**src/pkg/rsq_pkg.sv**
```systemverilog
package rsq_pkg;

    // release hold of the reset indication, in processor clocks
    localparam int unsigned IND_HOLD_CYCLES = 512;

    // pin levels that count as asserted
    localparam logic BOOT_CFG_ACTIVE = 1'b1;
    localparam logic TEST_ACTIVE     = 1'b1;

    typedef enum logic [3:0] {
        ST_RESET  = 4'h1,
        ST_SAMPLE = 4'h2,
        ST_NORMAL = 4'h4,
        ST_PROG   = 4'h8
    } rsq_state_t;

    typedef struct packed {
        logic [1:0] rel_sync;
        logic       cfg_meta;
        logic       cfg_sync;
        logic       tst_meta;
        logic       tst_sync;
        rsq_state_t st;
        logic       core_rst_n;
        logic       periph_rst_n;
        logic       ind_n;
        logic       prog;
        logic       normal;
        logic       grant;
        logic       tst_latched;
        logic       mirror_pos;
    } rsq_top_st_t;

    localparam rsq_top_st_t TOP_RST = '{
        rel_sync:     2'h0,
        cfg_meta:     1'b0,
        cfg_sync:     1'b0,
        tst_meta:     1'b0,
        tst_sync:     1'b0,
        st:           ST_RESET,
        core_rst_n:   1'b0,
        periph_rst_n: 1'b0,
        ind_n:        1'b0,
        prog:         1'b0,
        normal:       1'b0,
        grant:        1'b0,
        tst_latched:  1'b0,
        mirror_pos:   1'b0
    };

    // programming mode wants the config pin asserted and the test pin negated
    function automatic logic rsq_prog_cond(input logic cfg, input logic tst);
        return (cfg == BOOT_CFG_ACTIVE) && (tst != TEST_ACTIVE);
    endfunction

endpackage

```
**src/pkg/rsq_seq_if.sv**
```systemverilog
interface rsq_seq_if;
    logic hold;
    logic done;

    modport ctl (
        output hold,
        input  done
    );

    modport cnt (
        input  hold,
        output done
    );
endinterface

```
**src/design/rsq_rst_stretch.sv**
```systemverilog
module rsq_rst_stretch
    import rsq_pkg::*;
#(
    parameter int unsigned HOLD_CYCLES = IND_HOLD_CYCLES
) (
    // clock and reset
    input wire logic ref_clk,
    input wire logic arst_n,
    input wire logic clk_en,
    // sequencer link
    rsq_seq_if.cnt   seq
);

    localparam int unsigned CW = $clog2(HOLD_CYCLES) + 1;
    localparam logic [CW-1:0] CNT_LAST = CW'(HOLD_CYCLES - 1);

    typedef struct packed {
        logic [CW-1:0] cnt;
        logic          done;
    } rsq_cnt_st_t;

    rsq_cnt_st_t q;
    rsq_cnt_st_t n;

    ////////////////////////////////////////////////////////////////////////////////
    // counts enabled edges after hold drops; done is set on the last-but-one so
    // the registered indication in the sequencer lands exactly on the count
    always_comb begin
        n = q;
        if (clk_en) begin
            if (seq.hold) begin
                n.cnt  = '0;
                n.done = 1'b0;
            end else if (!q.done) begin
                n.cnt  = q.cnt + 1'b1;
                n.done = (n.cnt == CNT_LAST); // RULE2
            end
        end
    end

    always_ff @(posedge ref_clk or negedge arst_n) begin
        if (!arst_n) begin
            q <= '0;
        end else begin
            q <= n;
        end
    end

    assign seq.done = q.done;

    ////////////////////////////////////////////////////////////////////////////////
    hold_clears_a: assert property (@(posedge ref_clk) disable iff (!arst_n) // RULE2
        (seq.hold && clk_en) |=> (!q.done && q.cnt == '0))
        else $error("hold did not clear the release counter");

    done_stays_a: assert property (@(posedge ref_clk) disable iff (!arst_n) // RULE2
        (q.done && !seq.hold) |=> q.done)
        else $error("release counter dropped done without a hold");

endmodule

```
**src/design/rsq_top.sv**
```systemverilog
// Summary of operation
// (RULE1) A low on the external reset pin puts core and peripherals in reset at once, unclocked.
// (RULE2) The reset indication stays low until 512 clocks after the last reset source goes away; the code counts them from core reset release instead.
// (RULE3) Config pin asserted and test pin negated at reset exit selects flash programming mode.
// (RULE4) In flash programming mode the serial flash programming port is granted the flash.
// (RULE5) The clock mirror output follows the system clock in frequency and phase.
// (RULE6) The board keeps the factory test pin grounded during normal operation.
// (RULE7) Mode pins are sampled only at reset exit; anything but the programming case is normal.
module rsq_top
    import rsq_pkg::*;
#(
    parameter int unsigned HOLD_CYCLES = IND_HOLD_CYCLES
) (
    // clock, reset, enable
    input  wire logic ref_clk,
    input  wire logic rst_n,
    input  wire logic clk_en,
    // board pins
    input  wire logic ext_reset_in_n,
    input  wire logic boot_config_select,
    input  wire logic factory_test_in,
    // on-chip reset requests, same clock
    input  wire logic soft_reset_req,
    // resets out
    output logic      core_reset_n,
    output logic      periph_reset_n,
    output logic      reset_indicate_out_n,
    // mode
    output logic      normal_mode,
    output logic      flash_prog_mode,
    output logic      serial_flash_port_grant,
    output logic      factory_test_latched,
    // clock mirror pin
    output logic      system_clock_mirror
);

    logic        arst_n;
    logic        mirror_neg_q;
    rsq_top_st_t q;
    rsq_top_st_t n;

    rsq_seq_if seq ();

    ////////////////////////////////////////////////////////////////////////////////
    // the pin reset is merged into the async reset so assertion needs no clock;
    // release is only seen through the two-stage rel_sync chain
    assign arst_n = rst_n & ext_reset_in_n; // RULE1

    ////////////////////////////////////////////////////////////////////////////////
    always_comb begin
        n = q;
        if (clk_en) begin
            n.rel_sync   = {q.rel_sync[0], 1'b1};
            n.cfg_meta   = boot_config_select;
            n.cfg_sync   = q.cfg_meta;
            n.tst_meta   = factory_test_in;
            n.tst_sync   = q.tst_meta;
            n.mirror_pos = ~q.mirror_pos; // RULE5
            case (q.st)
                ST_RESET: begin
                    // mode pins are synced by the time rel_sync[1] rises
                    if (q.rel_sync[1] && !soft_reset_req) begin
                        n.st = ST_SAMPLE;
                    end
                end
                ST_SAMPLE: begin
                    n.tst_latched  = (q.tst_sync == TEST_ACTIVE); // RULE7
                    n.core_rst_n   = 1'b1;
                    n.periph_rst_n = 1'b1;
                    if (rsq_prog_cond(q.cfg_sync, q.tst_sync)) begin // RULE3
                        n.st    = ST_PROG;
                        n.prog  = 1'b1;
                        n.grant = 1'b1; // RULE4
                    end else begin
                        n.st     = ST_NORMAL; // RULE7
                        n.normal = 1'b1;
                    end
                end
                ST_NORMAL, ST_PROG: begin
                    // mode is held until the next reset; pins are ignored here
                    if (soft_reset_req) begin
                        n.st           = ST_RESET;
                        n.core_rst_n   = 1'b0;
                        n.periph_rst_n = 1'b0;
                        n.prog         = 1'b0;
                        n.normal       = 1'b0;
                        n.grant        = 1'b0;
                    end
                end
                default: begin
                    n = TOP_RST;
                end
            endcase
            n.ind_n = seq.done & n.core_rst_n; // RULE2
        end
    end

    always_ff @(posedge ref_clk or negedge arst_n) begin
        if (!arst_n) begin
            q <= TOP_RST; // RULE1
        end else begin
            q <= n;
        end
    end

    // second half of the mirror; a gated copy of the clock net would put a
    // glitch path on the pad, two toggles keep it a flop-driven signal
    always_ff @(negedge ref_clk or negedge arst_n) begin
        if (!arst_n) begin
            mirror_neg_q <= 1'b0;
        end else if (clk_en) begin
            mirror_neg_q <= q.mirror_pos; // RULE5
        end
    end

    ////////////////////////////////////////////////////////////////////////////////
    // release counter sees the core reset as its hold
    assign seq.hold = ~q.core_rst_n; // RULE2

    rsq_rst_stretch #(
        .HOLD_CYCLES (HOLD_CYCLES)
    ) u_stretch (
        .ref_clk (ref_clk),
        .arst_n  (arst_n),
        .clk_en  (clk_en),
        .seq     (seq.cnt)
    );

    ////////////////////////////////////////////////////////////////////////////////
    assign core_reset_n            = q.core_rst_n;
    assign periph_reset_n          = q.periph_rst_n;
    assign reset_indicate_out_n    = q.ind_n;
    assign normal_mode             = q.normal;
    assign flash_prog_mode         = q.prog;
    assign serial_flash_port_grant = q.grant;
    assign factory_test_latched    = q.tst_latched;
    assign system_clock_mirror     = q.mirror_pos ^ mirror_neg_q;

    ////////////////////////////////////////////////////////////////////////////////
    // helper: enabled edges since the core reset released, saturating
    localparam int unsigned HW = $clog2(HOLD_CYCLES) + 1;
    localparam logic [HW-1:0] HOLD_W = HW'(HOLD_CYCLES);
    logic [HW-1:0] rel_cnt_q;

    always_ff @(posedge ref_clk or negedge arst_n) begin
        if (!arst_n) begin
            rel_cnt_q <= '0;
        end else if (clk_en) begin
            if (!q.core_rst_n) begin
                rel_cnt_q <= '0;
            end else if (rel_cnt_q != HOLD_W) begin
                rel_cnt_q <= rel_cnt_q + 1'b1;
            end
        end
    end

    ////////////////////////////////////////////////////////////////////////////////
    // pin reset check is gated by power-on reset only, so a lost pin merge shows up

    pin_reset_now_a: assert property (@(posedge ref_clk) disable iff (!rst_n) // RULE1
        !ext_reset_in_n |-> (!core_reset_n && !periph_reset_n && !reset_indicate_out_n))
        else $error("pin reset did not hold core and peripherals");

    resets_paired_a: assert property (@(posedge ref_clk) disable iff (!arst_n) // RULE1
        core_reset_n == periph_reset_n)
        else $error("core and peripheral resets differ");

    ind_release_a: assert property (@(posedge ref_clk) disable iff (!arst_n) // RULE2
        $rose(reset_indicate_out_n) |-> (rel_cnt_q == HOLD_W))
        else $error("reset indication released at the wrong count");

    ind_early_a: assert property (@(posedge ref_clk) disable iff (!arst_n) // RULE2
        (reset_indicate_out_n |-> (core_reset_n && rel_cnt_q == HOLD_W)))
        else $error("reset indication high before the hold ran out");

    ind_in_reset_a: assert property (@(posedge ref_clk) disable iff (!arst_n) // RULE2
        !core_reset_n |-> !reset_indicate_out_n)
        else $error("reset indication high while the core is in reset");

    soft_reset_now_a: assert property (@(posedge ref_clk) disable iff (!arst_n) // RULE2
        (clk_en && soft_reset_req && (q.st == ST_NORMAL || q.st == ST_PROG)) |=>
            (!core_reset_n && !reset_indicate_out_n && !normal_mode && !flash_prog_mode))
        else $error("soft reset request did not reset at once");

    freeze_state_a: assert property (@(posedge ref_clk) disable iff (!arst_n) // RULE2
        !clk_en |=> $stable(q))
        else $error("state moved while the clock enable was low");

    prog_entry_a: assert property (@(posedge ref_clk) disable iff (!arst_n) // RULE3
        (clk_en && q.st == ST_SAMPLE) |=>
            (flash_prog_mode == rsq_prog_cond($past(q.cfg_sync), $past(q.tst_sync))))
        else $error("programming mode decision does not match pins at exit");

    port_grant_a: assert property (@(posedge ref_clk) disable iff (!arst_n) // RULE4
        (serial_flash_port_grant == (flash_prog_mode && core_reset_n)))
        else $error("flash port grant does not follow programming mode");

    mode_in_reset_a: assert property (@(posedge ref_clk) disable iff (!arst_n) // RULE4
        !core_reset_n |-> !(normal_mode || flash_prog_mode || serial_flash_port_grant))
        else $error("a mode is active while the core is in reset");

    mirror_low_a: assert property (@(posedge ref_clk) disable iff (!arst_n) // RULE5
        (clk_en && $past(clk_en) && core_reset_n) |-> !system_clock_mirror)
        else $error("clock mirror not low ahead of rising edge");

    mirror_high_a: assert property (@(negedge ref_clk) disable iff (!arst_n) // RULE5
        (clk_en && core_reset_n) |-> system_clock_mirror)
        else $error("clock mirror not high ahead of falling edge");

    test_latch_a: assert property (@(posedge ref_clk) disable iff (!arst_n) // RULE7
        (clk_en && q.st == ST_SAMPLE) |=>
            (factory_test_latched == $past(q.tst_sync)))
        else $error("test pin level not captured at reset exit");

    sample_exit_a: assert property (@(posedge ref_clk) disable iff (!arst_n) // RULE7
        (clk_en && q.st == ST_SAMPLE) |=> (core_reset_n && periph_reset_n))
        else $error("reset exit did not follow the sampling cycle");

    mode_held_a: assert property (@(posedge ref_clk) disable iff (!arst_n) // RULE7
        (core_reset_n && $past(core_reset_n)) |->
            ($stable(flash_prog_mode) && $stable(normal_mode) &&
             (normal_mode != flash_prog_mode)))
        else $error("mode changed outside reset exit");

endmodule

```
**config.mk**
```make
export PLATFORM = sky130hd
export DESIGN_NAME = rsq_top
export DESIGN_NICKNAME = d
export VERILOG_FILES = /design/src/pkg/rsq_pkg.sv /design/src/pkg/rsq_seq_if.sv /design/src/design/rsq_rst_stretch.sv /design/src/design/rsq_top.sv
export SDC_FILE = /design/constraint.sdc
export NUM_CORES = 1
export LEC_CHECK = 0
export ABC_CLOCK_PERIOD_IN_PS = 3000
export BUFFER_PORTS_ARGS = -buffer_cell sky130_fd_sc_hd__buf_2
export CAP_MARGIN = 30
export CORE_ASPECT_RATIO = 0.6
export CORE_MARGIN = 4
export CORE_UTILIZATION = 62
export CTS_CLUSTER_SIZE = 24
export DETAILED_ROUTE_END_ITERATION = 10
export GPL_TIMING_DRIVEN = 0
export PLACE_DENSITY = 0.83
export SLEW_MARGIN = 25
export SYNTH_ARGS = -nofsm -noshare
export SYNTH_HDL_FRONTEND = slang
export SYNTH_SLANG_ARGS = --single-unit
```
**constraint.sdc**
```tcl
create_clock -name ref_clk -period 3 [get_ports ref_clk]
set_input_delay 0.3 -clock ref_clk [delete_from_list [all_inputs] [get_ports ref_clk]]
set_output_delay 0.3 -clock ref_clk [all_outputs]
set_load 0.02 [all_outputs]
```
==> metrics <==
multi-input logic area 726 um^2; Core Box Area 0.00224 mm^2; antenna viol nets, final 0; sequential fraction of the synthesis area 47.9%; CTS max path bufs 2; status complete, no violations; Die Wd 71.8 um; Critical Path RT 2.70 ns; sw frac 32.0%; top post-synthesis cells by area dfrtp_1 (45%), o21ai_0 (6.9%), a22o_1 (3.5%); Clk pwr share 29.2%; P_leak approximately 0.00076 uW; Synth async-reset ratio 100%; # hold bufs at CTS 0; Routed Wire Length about 3400 um; maximum VDD drop 0.461 mV; number of global-route vias before repair between 1000 and 1500; CTS resizes 0; Slew HR between 50% and 60%; unrepaired setup endpoints after global routing false; CTS sink count 29; YS warnings 0; leading area contributor after synthesis dfrtp_1; Synth cell types 49; post-synthesis instance area roughly 0.0015 mm^2; syn_nets 161; Sw Pwr 355 uW; I/O Pins 15; Iteration-0 DRC Markers 224; Pre-antenna DRT Iters 4; GR Overflow Total 0; layout net count 182; Synth Instances ~150; worst hold path class in -> async; CP Capture Type output pin; clk slew on worst S/H paths 0.06 ns; overall power 1110 uW; htree depth 2; register area 727 um^2; endpoints failing hold 0; EDFF count, synth 0; critical path fanouts, max 2; CTS tree done; die area 0.00333 mm^2; vias 1307; share of cells above drive strength 1 17.3%; Synth Register Bits 29; final worst slack 0.166 ns; DRC Markers 0; initial antenna violation count 0; HPWL after DPL 2380 um; FP Rows 13; count leader, synth dfrtp_1; GRT Util Overall 23.5%; PortBufs 14; top cell type's share of synthesized area 44.6%; internal power 757 uW; initial core utilization 67.6%; Setup Buffers After CTS 0; Critical Path AT 2.53 ns; Tightest Pin Transition 0.651 ns; Worst setup SP type register; final setup vio count 0; share of power burned in registers 46.4%; Clock Skews 0.00691 ns; Total Neg Setup Slack 0 ns; global-route wire length before repair 5860 um; Vias/cell ~6.4; clk_lat worst skew 0.29 ns; Post-Place Setup Slack ~0.15 ns; Filler cells 158; max-slew violations 0; Comb power frac 24.4%; clk root buf clkbuf_8; max_cap viols 0; largest net degree at the start of global routing 30; GP Congestion 0.860; dominant synthesized flop cell dfrtp_1; WL per Instance 16.8 um; PD cells 650 mW/mm^2; diode count 0; crit path kind reg -> out; Post-synth top cells dfrtp_1 (27), o21ai_0 (21), nand2_1 (10); Die Height 46.3 um; CTS Buf Count 5; Avg Cell Area, Syn between 9 and 10 um^2; area delta synth->final 12.9%
[power by group through the flow]
stage	Clock, uW	Combinational, uW	Sequential (uW)
global route	348	293	527
detailed placement	0	270	522
global placement	0	260	516
finish	325	271	517
CTS	322	272	515
floorplan	0	177	529
[worst paths after layout]
| path | startpoint | slack [ns] | cells after the start | end |
|---|---|---|---|---|
| max | mirror_neg_q$_DFFE_NN0P_ | 0.17 | 2 | system_clock_mirror |
| min | ext_reset_in_n | 0.16 | 2 | u_stretch.q[1]$_DFFE_PN0P_ |
| max reg2reg | q[0]$_DFFE_PN0P_ | 0.67 | 1 | mirror_neg_q$_DFFE_NN0P_ |
| min reg2reg | mirror_neg_q$_DFFE_NN0P_ | 0.48 | 1 | mirror_neg_q$_DFFE_NN0P_ |
| max in group asynchronous | rst_n | 1.00 | 2 | mirror_neg_q$_DFFE_NN0P_ |
| min in group ref_clk | boot_config_select | 0.24 | 2 | q[15]$_DFFE_PN0P_ |
[registers in the layout (all words and copies together), names as in the netlist]
signal / cells
core_reset_n: 1
factory_test_latched: 1
flash_prog_mode: 1
mirror_neg_q: 1
normal_mode: 1
periph_reset_n: 1
q: 11
reset_indicate_out_n: 1
u_stretch.q: 10
u_stretch.seq.done: 1
[metrics by stage]
stage	cell area, um^2	instances	utilization, %	hold slack, ns
after floorplan	1520	152	-	0.433
after global placement	1620	196	72.4	0.464
after detailed placement	1630	196	72.4	0.472
after CTS	1710	203	76.3	0.201
after global routing	1710	203	76.3	0.226
final	1710	203	76.3	0.165
[area by class of cell]
cell class                      count  share of cell area [%]
Buffer                              9                    2.70
Timing Repair Buffer               14                    4.09
Inverter                            5                    1.10
Multi-Input combinational cell    109                    42.4
Sequential cell                    29                    42.5
Tap cell                           30                    2.19
Clock buffer                        7                    5.04
[cells in the final DEF (no fill, tap or decap), types with 3 or more instances in the layout]
cell type | synthesis | layout
clkbuf_1 | 6 | 7
and2_1 | 5 | 4
a22o_1 | 6 | 6
a31oi_1 | 5 | 5
buf_2 | 1 | 15
nor2_1 | 7 | 7
clkbuf_8 | 0 | 6
dfrtp_1 | 27 | 27
nand3_1 | 3 | 3
a21oi_1 | 4 | 4
o21ai_0 | 21 | 21
nand2_1 | 10 | 10
nand4_1 | 6 | 6
inv_1 | 5 | 5
[layer usage]
metal | wire length, um | vias to the layer above | track usage [%]
met5 | 0 | - | 0
met4 | 36 | 0 | 5.24
met3 | 255 | 5 | 6.54
met2 | 1500 | 63 | 38.1
met1 | 1610 | 632 | 32.0
li1 | - | 607 | -
[critical path: stages (launching register included)]
cell	delay (ns)
dfrtn_1	0.41
xor2_1	0.15
buf_2	0.18
[kinds of logic after synthesis]
family          count (synthesis)  share of synthesized area [%]
compound gates                 52                           22.8
simple gates                   46                           17.2
xor+xnor                        5                           3.38
mux                             4                           2.81
fa+ha+maj                       2                           1.65
buf+inv                        14                           4.29
flops                          29                           47.9
Power figures use the tool's default switching activity.
